===== src/hpsh_map.vh =====
// Constants for the host port strobe handshake block.
// The file assumes that it is included by the bare name hpsh_map.vh.
// Notes on behaviour
// [RULE1] Strobe low, direction high: drive data lines
// [RULE2] Strobe low, direction low: data lines input
// [RULE3] Capture write data at strobe rising edge
// [RULE4] Host builds strobe from chip select, enable
// [RULE5] Service request is open drain, pulls low
// [RULE6] Acknowledge completes each requested DMA transfer
// [RULE7] Acknowledge also takes interrupt acknowledge cycle
// [RULE8] Strobe pin is GPIO when port unused
// [RULE9] Request pin is push-pull GPIO when deselected
// [RULE10] Acknowledge pin GPIO when deselected or programmed
// [RULE11] After reset all three pins GPIO inputs
// [RULE12] Data lines released while strobe stays high
// [RULE13] Register select accompanies each strobed access
// [RULE14] Synchronise strobe before using its rising edge
`ifndef HPSH_MAP_VH
`define HPSH_MAP_VH

// ----------------------------------------------------------------
// Widths and depths
// ----------------------------------------------------------------
`define HPSH_DATA_W      8
`define HPSH_SEL_W       3
`define HPSH_WORD_W      11
`define HPSH_FIFO_DEPTH  16
`define HPSH_FIFO_AW     4

// ----------------------------------------------------------------
// Field positions of a buffered host write word
// ----------------------------------------------------------------
`define HPSH_WORD_DATA_LSB 0
`define HPSH_WORD_SEL_LSB  8

// ----------------------------------------------------------------
// GPIO line index for the three shared pins
// ----------------------------------------------------------------
`define HPSH_LINE_STROBE 0
`define HPSH_LINE_REQ    1
`define HPSH_LINE_ACK    2

// ----------------------------------------------------------------
// Reset values
// ----------------------------------------------------------------
`define HPSH_RST_BYTE  8'h00
`define HPSH_RST_LINES 3'h0

`endif


===== src/hpsh_top.v =====
// Strobe handshake of the 8-bit parallel host port, device side.
// Assumes host pins are resolved outside from out and enable signals,
// and that the core supplies read data, vector and service requests.
`timescale 1ns/10ps
`include "hpsh_map.vh"
module hpsh_top #(
    parameter DATA_W = `HPSH_DATA_W,
    parameter SEL_W  = `HPSH_SEL_W,
    parameter DEPTH  = `HPSH_FIFO_DEPTH,
    parameter AW     = `HPSH_FIFO_AW
) (
    input  wire              clock,         // System clock, 10 MHz
    input  wire              arst_n,        // Asynchronous reset, active low
    // Host side pins
    input  wire              strobePinIn,   // Transfer strobe pin level
    output reg               strobePinOut,  // Strobe pin GPIO drive value
    output reg               strobePinOe,   // Strobe pin GPIO drive enable
    input  wire              host_direction,// High: host reads
    input  wire [SEL_W-1:0]  host_reg_select,// Register select
    input  wire [DATA_W-1:0] dataPinIn,     // Data bus level
    output reg  [DATA_W-1:0] dataPinOut,    // Data bus drive value
    output reg  [DATA_W-1:0] dataPinOe,     // Data bus drive enable
    input  wire              reqPinIn,      // Request pin level
    output reg               reqPinOut,     // Request pin drive value
    output reg               reqPinOe,      // Request pin drive enable
    input  wire              ackPinIn,      // Acknowledge pin level
    output reg               ackPinOut,     // Acknowledge pin drive value
    output reg               ackPinOe,      // Acknowledge pin drive enable
    // Core side
    input  wire              hostPortSelect,// Host function selected
    input  wire              ackAsGpio,     // Acknowledge pin kept GPIO
    input  wire [2:0]        gpioOutValue,  // GPIO drive values
    input  wire [2:0]        gpioOutDir,    // GPIO directions, high out
    output reg  [2:0]        gpioInValue,   // Synchronised pin levels
    input  wire              serviceReq,    // Core wants host service
    input  wire              irqMode,       // Request is an interrupt
    input  wire [DATA_W-1:0] coreReadData,  // Data for host reads
    input  wire [DATA_W-1:0] coreVector,    // Interrupt vector
    output reg               readDonePulse, // Host read finished
    output reg  [SEL_W-1:0]  readSelect,    // Register of last strobed access, read or write
    output reg               dmaAckPulse,   // DMA handshake seen
    output reg               intAckPulse,   // Interrupt acknowledge seen
    output reg               writeOverflow, // Write lost, buffer full
    output wire              wrValid,       // Buffered write valid
    input  wire              wrReady,       // Core takes buffered write
    output wire [DATA_W-1:0] wrData,        // Buffered write data
    output wire [SEL_W-1:0]  wrSelect       // Buffered write register
);

    // ----------------------------------------------------------------
    // Reset release and input synchronisers
    // ----------------------------------------------------------------
    reg              rstMeta_reg;
    reg              rst_n_reg;
    reg              strobeMeta_reg;
    reg              strobeSync_reg;
    reg              strobePrev_reg;
    reg              ackMeta_reg;
    reg              ackSync_reg;
    reg              ackPrev_reg;
    reg              dirMeta_reg;
    reg              dirSync_reg;
    reg [SEL_W-1:0]  selMeta_reg;
    reg [SEL_W-1:0]  selSync_reg;
    reg [DATA_W-1:0] dataMeta_reg;
    reg [DATA_W-1:0] dataSync_reg;
    reg [2:0]        gpioMeta_reg;
    reg              selectMode_reg;
    reg              ackGpio_reg;
    reg              reqAssert_reg;
    reg              strobeRead_reg;
    reg [DATA_W-1:0] wrHold_reg;
    reg [SEL_W-1:0]  selHold_reg;
    reg              pushValid_reg;
    reg [`HPSH_WORD_W-1:0] pushWord_reg;
    wire             strobeRise;
    wire             ackFall;
    wire             ackActive;
    wire             ackCycle;
    wire             inReady;
    wire [`HPSH_WORD_W-1:0] popWord;

    // Reset release through two flip-flops
    always @(posedge clock or negedge arst_n) begin
        if (!arst_n) begin
            rstMeta_reg <= 1'b0;
            rst_n_reg   <= 1'b0;
        end else begin
            rstMeta_reg <= 1'b1;
            rst_n_reg   <= rstMeta_reg;
        end
    end

    // Two-stage synchronisers on every host pin
    always @(posedge clock) begin
        if (!rst_n_reg) begin
            strobeMeta_reg <= 1'b1;
            strobeSync_reg <= 1'b1;
            ackMeta_reg    <= 1'b1;
            ackSync_reg    <= 1'b1;
            dirMeta_reg    <= 1'b0;
            dirSync_reg    <= 1'b0;
            selMeta_reg    <= {SEL_W{1'b0}};
            selSync_reg    <= {SEL_W{1'b0}};
            dataMeta_reg   <= `HPSH_RST_BYTE;
            dataSync_reg   <= `HPSH_RST_BYTE;
            gpioMeta_reg   <= `HPSH_RST_LINES;
            gpioInValue    <= `HPSH_RST_LINES;
        end else begin
            strobeMeta_reg <= strobePinIn;
            strobeSync_reg <= strobeMeta_reg; // RULE14
            ackMeta_reg    <= ackPinIn;
            ackSync_reg    <= ackMeta_reg;
            dirMeta_reg    <= host_direction;
            dirSync_reg    <= dirMeta_reg;
            selMeta_reg    <= host_reg_select;
            selSync_reg    <= selMeta_reg; // RULE13
            dataMeta_reg   <= dataPinIn;
            dataSync_reg   <= dataMeta_reg;
            gpioMeta_reg   <= {ackPinIn, reqPinIn, strobePinIn};
            gpioInValue    <= gpioMeta_reg;
        end
    end

    // ----------------------------------------------------------------
    // Strobe and acknowledge edge detection
    // ----------------------------------------------------------------
    always @(posedge clock) begin
        if (!rst_n_reg) begin
            strobePrev_reg <= 1'b1;
            ackPrev_reg    <= 1'b1;
            selectMode_reg <= 1'b0;
            ackGpio_reg    <= 1'b0;
            reqAssert_reg  <= 1'b0;
        end else begin
            strobePrev_reg <= strobeSync_reg;
            ackPrev_reg    <= ackSync_reg;
            selectMode_reg <= hostPortSelect;
            ackGpio_reg    <= ackAsGpio;
            reqAssert_reg  <= serviceReq && inReady;
        end
    end

    // Rising strobe ends an access; falling acknowledge opens a cycle
    assign strobeRise = selectMode_reg && strobeSync_reg && !strobePrev_reg; // RULE14
    assign ackActive  = selectMode_reg && !ackGpio_reg;
    assign ackFall    = ackActive && !ackSync_reg && ackPrev_reg;
    assign ackCycle   = ackActive && !ackSync_reg && reqAssert_reg;

    // ----------------------------------------------------------------
    // Host write capture into the buffer
    // ----------------------------------------------------------------
    always @(posedge clock) begin
        if (!rst_n_reg) begin
            wrHold_reg     <= `HPSH_RST_BYTE;
            selHold_reg    <= {SEL_W{1'b0}};
            strobeRead_reg <= 1'b0;
            pushValid_reg  <= 1'b0;
            pushWord_reg   <= {`HPSH_WORD_W{1'b0}};
            writeOverflow  <= 1'b0;
        end else begin
            // Last sample before the rising edge is the written byte
            if (selectMode_reg && !strobeSync_reg) begin
                wrHold_reg     <= dataSync_reg; // RULE2
                selHold_reg    <= selSync_reg;
                strobeRead_reg <= dirSync_reg;
            end
            pushValid_reg <= 1'b0;
            writeOverflow <= 1'b0;
            if (strobeRise && !strobeRead_reg) begin
                pushWord_reg  <= {selHold_reg, wrHold_reg}; // RULE3
                pushValid_reg <= inReady;
                writeOverflow <= !inReady;
            end
        end
    end

    // Write buffer; request is withheld while it is full
    hpsh_fifo #(
        .WIDTH    (`HPSH_WORD_W),
        .DEPTH    (DEPTH),
        .AW       (AW)
    ) u_fifo (
        .clock    (clock),
        .rst_n    (rst_n_reg),
        .inValid  (pushValid_reg),
        .inReady  (inReady),
        .inData   (pushWord_reg),
        .outValid (wrValid),
        .outReady (wrReady),
        .outData  (popWord)
    );

    assign wrData   = popWord[`HPSH_WORD_SEL_LSB-1:`HPSH_WORD_DATA_LSB];
    assign wrSelect = popWord[`HPSH_WORD_W-1:`HPSH_WORD_SEL_LSB];

    // ----------------------------------------------------------------
    // Host read, acknowledge and data bus drive
    // ----------------------------------------------------------------
    always @(posedge clock) begin
        if (!rst_n_reg) begin
            dataPinOut    <= `HPSH_RST_BYTE;
            dataPinOe     <= {DATA_W{1'b0}};
            readDonePulse <= 1'b0;
            readSelect    <= {SEL_W{1'b0}};
            dmaAckPulse   <= 1'b0;
            intAckPulse   <= 1'b0;
        end else begin
            if (ackCycle) begin
                dataPinOut <= irqMode ? coreVector : coreReadData; // RULE7
                dataPinOe  <= {DATA_W{1'b1}};
            end else if (selectMode_reg && !strobeSync_reg && dirSync_reg) begin
                dataPinOut <= coreReadData; // RULE1
                dataPinOe  <= {DATA_W{1'b1}};
            end else begin
                dataPinOe  <= {DATA_W{1'b0}}; // RULE12
            end
            readDonePulse <= strobeRise && strobeRead_reg;
            if (strobeRise)
                readSelect <= selHold_reg; // RULE13
            dmaAckPulse <= ackFall && reqAssert_reg && !irqMode; // RULE6
            intAckPulse <= ackFall && reqAssert_reg && irqMode;  // RULE7
        end
    end

    // ----------------------------------------------------------------
    // Shared pin function: host port or GPIO
    // ----------------------------------------------------------------
    always @(posedge clock) begin
        if (!rst_n_reg) begin
            strobePinOut <= 1'b0; // RULE11
            strobePinOe  <= 1'b0;
            reqPinOut    <= 1'b0;
            reqPinOe     <= 1'b0;
            ackPinOut    <= 1'b0;
            ackPinOe     <= 1'b0;
        end else begin
            // Strobe pin is only an input in host mode
            strobePinOut <= gpioOutValue[`HPSH_LINE_STROBE];
            strobePinOe  <= !selectMode_reg && gpioOutDir[`HPSH_LINE_STROBE]; // RULE8
            if (selectMode_reg) begin
                reqPinOut <= 1'b0;
                reqPinOe  <= reqAssert_reg; // RULE5
            end else begin
                reqPinOut <= gpioOutValue[`HPSH_LINE_REQ];
                reqPinOe  <= gpioOutDir[`HPSH_LINE_REQ]; // RULE9
            end
            ackPinOut <= gpioOutValue[`HPSH_LINE_ACK];
            ackPinOe  <= !ackActive && gpioOutDir[`HPSH_LINE_ACK]; // RULE10
        end
    end

endmodule


===== src/hpsh_fifo.v =====
// Buffer of host write words with a registered output stage.
// Assumes one clock and a synchronous, already released reset.
`timescale 1ns/10ps
module hpsh_fifo #(
    parameter WIDTH = 11,
    parameter DEPTH = 16,
    parameter AW    = 4
) (
    input  wire             clock,    // System clock
    input  wire             rst_n,    // Released reset, active low
    input  wire             inValid,  // Write word offered
    output wire             inReady,  // Room for a word
    input  wire [WIDTH-1:0] inData,   // Write word
    output reg              outValid, // Head word valid
    input  wire             outReady, // Drain side takes word
    output reg  [WIDTH-1:0] outData   // Head word
);

    reg [WIDTH-1:0] mem [0:DEPTH-1];
    reg [AW-1:0]    wrPtr_reg;
    reg [AW-1:0]    rdPtr_reg;
    reg [AW:0]      count_reg;
    wire            doWrite;
    wire            doLoad;

    // Pointer advance with wrap
    function [AW-1:0] nextPtr;
        input [AW-1:0] ptr;
        begin
            if (ptr == DEPTH[AW-1:0] - {{(AW-1){1'b0}}, 1'b1})
                nextPtr = {AW{1'b0}};
            else
                nextPtr = ptr + {{(AW-1){1'b0}}, 1'b1};
        end
    endfunction

    // Full and load conditions; the output register counts toward the depth
    assign inReady = ((count_reg + {{AW{1'b0}}, outValid}) != DEPTH[AW:0]);
    assign doWrite = inValid && inReady;
    assign doLoad  = (count_reg != {(AW+1){1'b0}}) && (!outValid || outReady);

    // Storage array
    always @(posedge clock) begin
        if (doWrite)
            mem[wrPtr_reg] <= inData;
    end

    // Pointers, count and output register
    always @(posedge clock) begin
        if (!rst_n) begin
            wrPtr_reg <= {AW{1'b0}};
            rdPtr_reg <= {AW{1'b0}};
            count_reg <= {(AW+1){1'b0}};
            outValid  <= 1'b0;
            outData   <= {WIDTH{1'b0}};
        end else begin
            if (doWrite)
                wrPtr_reg <= nextPtr(wrPtr_reg);
            if (doLoad) begin
                rdPtr_reg <= nextPtr(rdPtr_reg);
                outData   <= mem[rdPtr_reg];
                outValid  <= 1'b1;
            end else if (outReady) begin
                outValid  <= 1'b0;
            end
            if (doWrite && !doLoad)
                count_reg <= count_reg + {{AW{1'b0}}, 1'b1};
            else if (!doWrite && doLoad)
                count_reg <= count_reg - {{AW{1'b0}}, 1'b1};
        end
    end

endmodule


===== config.mk =====
export PLATFORM = sky130hd
export DESIGN_NAME = hpsh_top
export DESIGN_NICKNAME = d
export VERILOG_FILES = /design/src/hpsh_top.v /design/src/hpsh_fifo.v
export VERILOG_INCLUDE_DIRS = /design/src
export SDC_FILE = /design/constraint.sdc
export NUM_CORES = 1
export LEC_CHECK = 0
export ABC_AREA = 1
export BUFFER_PORTS_ARGS = -buffer_cell sky130_fd_sc_hd__buf_2
export CAP_MARGIN = 15
export CORE_MARGIN = 2
export CORE_UTILIZATION = 55
export CTS_BUF_LIST = sky130_fd_sc_hd__clkbuf_16
export DETAILED_ROUTE_END_ITERATION = 8
export GPL_TIMING_DRIVEN = 0
export PLACE_DENSITY = 0.77
export SLEW_MARGIN = 5
export SYNTH_ARGS = -nofsm -noshare
export SYNTH_HDL_FRONTEND = slang
export SYNTH_SLANG_ARGS = --single-unit

===== constraint.sdc =====
create_clock -name clock -period 5.5 [get_ports clock]
set_input_delay 0.825 -clock clock [delete_from_list [all_inputs] [get_ports clock]]
set_output_delay 0.825 -clock clock [all_outputs]
set_load 0.005 [all_outputs]

After elaboration in Yosys (flattened, before gate mapping)
Memory sizes are Yosys's and may differ from the RTL's. A register that Yosys moved wholly into a read port is not among the register bits.
Cells that the tools add are included.
- output and inout bits: 44
- memory bits (writable): 176
- memories: 1
- register bits: 108
- logic and storage cells: 105
- input bits: 44
- memories (name ; depth ; width ; read ports ; clocked after Yosys merged registers in ; wr ports ; line ; text):
    u_fifo.mem ; 16 ; 11 ; 1 ; 1 ; 1 ; hpsh_fifo.v:19 ; reg [WIDTH-1:0] mem [0:DEPTH-1];
- reduce and logical (&&, ||, !) cells: 40
- equal/unequal tests: 3
- muxes and demuxes: 14
- bitwise logic cells: 1
- add/subtract/negate cells: 5
- operators by type and width (kind ; count):
    8-bit 2-to-1 mux ; 5
    1-bit logical AND ; 20
    1-bit zero test ; 13
    5-bit 2-to-1 mux ; 2
    4-bit by 1-bit adder with 4-bit output (second input constant) ; 2
    4-bit equality test (second input constant) ; 2
    4-bit 2-to-1 mux ; 2
    2-bit nonzero test ; 3
    5-bit by 1-bit adder with 5-bit output ; 1
    5-bit by 1-bit adder with 5-bit output (second input constant) ; 1
    1-bit 2-to-1 mux ; 5
    5-bit inequality test (second input constant) ; 1
    5-bit nonzero test ; 1
    5-bit by 1-bit subtractor with 5-bit output (second input constant) ; 1
    2-bit AND reduction ; 1
    2-bit OR reduction ; 1
    1-bit logical OR ; 1
    1-bit NOT ; 1

Logic depth before layout (Yosys ltp)
- depth in word-level cells: 7
- mapped depth: 20
- mapped depth without buffers: 20

Modules after synthesis
From an unflattened synthesis, not the netlist that was laid out.
- cell total of the unflattened synthesis: 1202
- area, all modules: 11592.4 um2
- modules (own cells, without submodules) (module ; times used ; cells an instance ; sequential area each (um2) ; area an instance (um2)):
    hpsh_fifo ; 1 ; 837 ; 5785.5 ; 8567.0
    hpsh_top ; 1 ; 365 ; 1751.7 ; 3025.4

Least setup slack after synthesis
Ideal clock, no wire load.
- kind: flip-flop to flip-flop
- start: register u_fifo.outValid
- end: register u_fifo.count_reg[4]
- clock period less this slack: 2.596 ns
- arrival time: 2.483 ns
- library setup time: 0.113 ns
- slack: 2.904 ns
- path buffers: 0
- cell stages (with the launch flop): 17
- cells stage by stage: dfxtp_1 ha_1 ha_1 nor2_1 nand2_1 nor2_1 nand3_2 nand2_2 inv_2 ha_1 fa_1 nor2_1 nor2_1 nand2_1 nand3_1 nor2_1 nor2_1
- cells in the longest elaborated chain, start to end: 6
- elaborated cells on any way between the ends: 12
- classes of those cells: add/sub (1); eq/ne (1); mux (1); reduce/logical (9)
- RTL lines (what ; line ; text):
    start, declared ; hpsh_fifo.v:14 ; output reg outValid,
    start signal, assigned ; hpsh_fifo.v:54 ; outValid <= 1'b0;
    start signal, assigned ; hpsh_fifo.v:62 ; outValid <= 1'b1;
    start signal, assigned ; hpsh_fifo.v:64 ; outValid <= 1'b0;
    5-bit by 1-bit adder with 5-bit output (*) ; hpsh_fifo.v:38 ; assign inReady = ((count_reg + {{AW{1'b0}}, outValid}) != DEPTH[AW:0]);
    5-bit inequality test (*) ; hpsh_fifo.v:38 ;
    1-bit logical AND (*) ; hpsh_fifo.v:39 ; assign doWrite = inValid && inReady;
    via u_fifo.doWrite ; hpsh_fifo.v:23 ; wire doWrite;
    1-bit zero test ; hpsh_fifo.v:68 ; else if (!doWrite && doLoad)
    1-bit logical AND ; hpsh_fifo.v:68 ;
    2-bit nonzero test (no line) ; -- ;
    end signal, assigned ; hpsh_fifo.v:53 ; count_reg <= {(AW+1){1'b0}};
    end signal, assigned ; hpsh_fifo.v:67 ; count_reg <= count_reg + {{AW{1'b0}}, 1'b1};
    end signal, assigned ; hpsh_fifo.v:69 ; count_reg <= count_reg - {{AW{1'b0}}, 1'b1};
    end, declared ; hpsh_fifo.v:22 ; reg [AW:0] count_reg;
Mark *: on every way through the listed nets, which the timed path passes. The rest lies on a longest branch.
A chain may end at the register's enable or synchronous reset.

Worst setup path in the final report
- start: register u_fifo.count_reg[0]
- end: register u_fifo.count_reg[4]
- cells in the longest elaborated chain, start to end: 6
- elaborated cells on any way between the ends: 14
- classes of those cells: add/sub (3); eq/ne (1); mux (2); reduce/logical (8)
- RTL lines (what ; line):
    5-bit by 1-bit adder with 5-bit output (*) ; hpsh_fifo.v:38
    5-bit inequality test (*) ; hpsh_fifo.v:38
    1-bit logical AND (*) ; hpsh_fifo.v:39
    via u_fifo.doWrite ; hpsh_fifo.v:23
    1-bit zero test ; hpsh_fifo.v:68
    1-bit logical AND ; hpsh_fifo.v:68
    2-bit nonzero test (no line) ; --
Mark *: on every way through the listed nets, which the timed path passes. The rest lies on a longest branch. The select of a mux whose other input is x is not followed.

==> out/metrics.yaml <==
run_status:
  status: "finished, final reports clean"
synth:
  yosysTopAreaCell: "edfxtp_1"
  synth_cell_types: 31
  synth_ff_type: "edfxtp_1"
  synth_cells: 1169
  synth.most_common_cell: "nand2_1"
  synth_commonest_cells: "371 x nand2_1, 176 x edfxtp_1, 120 x inv_1"
  yosys_warnings: 0
  post_synth.cell_area_avg_um2: 9.74
  synth_top_cell_area_share_pct: 46.4
  ys_seq_elements: 288
  synth.top_cells.by_area: "edfxtp_1 46%, dfxtp_1 19%, nand2_1 12%"
  ys_async_sr_fraction_pct: 0.694
  syn_nets: 1226
  ys_seq_area_share_pct: 66.2
  synth_edf_count: 176
  syn-cell-area_mm2: 0.0114
floorplan:
  dieArea_mm2: 0.0219
  initial_utilization_pct: 56.1
  ioPinCount: 88
  die_y_um: 148
  row_count: 52
  fp.dieW_um: 148
  core_area_mm2: 0.0203
critical_path:
  critical_path_buf_inv_count: 2
  r2r_start: "u_fifo.count_reg[0]"
  crit_top_cell: "nand2_1"
  cpLargestDelayFamily: "simple AND/OR/NAND/NOR gates"
  slowest_stage: "dfxtp_1"
  crit_type: "reg -> reg"
  critical_path_arrival_ns: 3.49
  required_ns: 5.97
  max_stage_delay_ns: 0.43
  reg2reg_to: "u_fifo.count_reg[4]"
  cp-start-kind: "flop"
  rr_worst_depth: 18
  reg2reg_slack_ns: 2.48
  cp-end-kind: "flop"
  path_max_fanout: 8
  path_cells: "ha_1 > ha_1 > nor2_1 > nand2_1 > nor2_1 > nand3_2 > nand2_2 > inv_2 > ha_1 > inv_1 > ha_1 > nand2_1 > nand2_1 > o21ai_0 > nand3_1 > nand2_1 > nand2_1 > nor2_1"
clocking:
  cts_resized: 0
  cts_root_buf: "clkbuf_16"
  htreeDepth: 1
  clk_pin_slew_ns: 0.06
  cts.sinks: 288
  numCtsBuffers: 29
  clock_latency_ns: 0.54
  tritoncts: "done"
  postCtsSetupBuffers: 0
  postCtsHoldBufs: 0
  clk_path_buf_depth: 3
grt:
  gr-total-overflow: 0
  grtUsageTotal_pct: 22.9
  grt_pass1_vias: 7565
  grt_antenna_before_repair: 0
  grt_max_degree: 18
  grt_pass1_wl_um: 39000
cells_and_area:
  num_antenna_cells: 0
  syn_to_final_growth_pct: 15.2
  fin_nets: 1345
  drive_above_1_share_pct: 14.0
  largest_register_ffs: 176
sta:
  finalSetupViolCount: 0
  skew_ns: 0.0225
  relSlewSlack_pct: 22.6
  fmax_mhz: 331
  finalWorstSetupSlack_ns: 2.48
  tightest_slew_ns: 1.16
  slew_violations: 0
  hold_viol: 0
  fin_tns_setup_ns: 0
  rsz0062_at_grt: "false"
  finalCriticalPeriod_ns: 3.02
  period_share_pct: 55.0
drt:
  drt-vias-per-instance: 5.14
  ant_nets: 0
  wl_um: 25000
  drt_pass1_iterations: 5
  wl_per_cell_um: 15.8
  detail_route.iter0.violations: 757
  drc_errors: 0
  via_count: 8115
placed_design:
  place_hpwl_um: 16400
  gp_congestion: 0.858
  place_ws_ns: 2.53
  io_buffers: 87
pwr:
  ir_worst_vdd_uv: 323
  power_density_mw_per_mm2: 439
  p_leak_nw: 5.89
  power_mw: 5.76
run:
  drv_cap: 0
hold_path:
  hp-class: "in -> async"
==> metal layers <==
layer	wire (µm)	global-route usage [%]
met1	10300	30.4
met2	12000	38.3
met3	1890	3.95
met4	752	7.95
met5	0	0
==> area by class of cell <==
class	count	area, µm²
buffer	58	300
tap	270	338
fill	1590	7180
multi-input combinational	698	3080
clock buffer	31	776
clock inverter	22	173
timing repair buffer	88	443
inverter	125	472
sequential	288	7540
==> logic make-up (layout without fill, tap and decap cells) <==
family | count (synthesis) | in the layout | share of synthesized area [%]
fa+ha+maj | 13 | 13 | 1.49
buf+inv | 183 | 324 | 6.78
simple gates | 583 | 583 | 21.0
xor+xnor | 3 | 3 | 0.231
compound gates | 98 | 98 | 4.31
flops | 288 | 288 | 66.2
other cells | 1 | 1 | 0.0329
==> cell usage in the layout (no fill, tap or decap), types with 3 or more instances in the layout <==
| cell | count |
|---|---|
| a21oi_1 | 40 |
| buf_1 | 4 |
| buf_2 | 117 |
| buf_4 | 9 |
| bufinv_16 | 3 |
| clkbuf_1 | 14 |
| clkbuf_16 | 31 |
| clkinv_1 | 7 |
| clkinv_2 | 5 |
| dfxtp_1 | 110 |
| edfxtp_1 | 176 |
| ha_1 | 12 |
| inv_1 | 124 |
| inv_2 | 6 |
| nand2_1 | 371 |
| nand3_1 | 116 |
| nor2_1 | 83 |
| o21ai_0 | 57 |
| or2_2 | 3 |
==> worst max-delay path by stage <==
stage,startpoint,to,slack [ns],depth (start not counted)
3_5_place_dp,u_fifo.count_reg[0],u_fifo.count_reg[4],2.53,17
6_report,u_fifo.count_reg[0],u_fifo.count_reg[4],2.48,18
2_1_floorplan,u_fifo.outValid,u_fifo.count_reg[4],2.90,16
3_3_place_gp,u_fifo.count_reg[0],u_fifo.count_reg[4],2.61,18
5_1_grt,u_fifo.count_reg[0],u_fifo.count_reg[4],2.12,19
4_1_cts,u_fifo.count_reg[0],u_fifo.count_reg[4],2.47,17
==> report_power, final <==
group	total [mW]	switching [mW]	internal (mW)
clock	1.94	0.794	1.15
combinational	1.40	0.956	0.447
sequential	2.42	0.0637	2.35
total	5.76	1.81	3.95
==> stage by stage <==
step           instances  area (µm²)  util [%]  hold WS (ns)
3_5_place_dp        1526       12200      59.9         0.338
2_1_floorplan       1169       11400         -         0.331
4_1_cts             1579       13100      64.6        0.0615
5_1_grt             1580       13100      64.6        0.0564
6_report            1580       13100      64.6        0.0715
3_3_place_gp        1526       12200      59.9         0.333
Power figures use the tool's default switching activity.
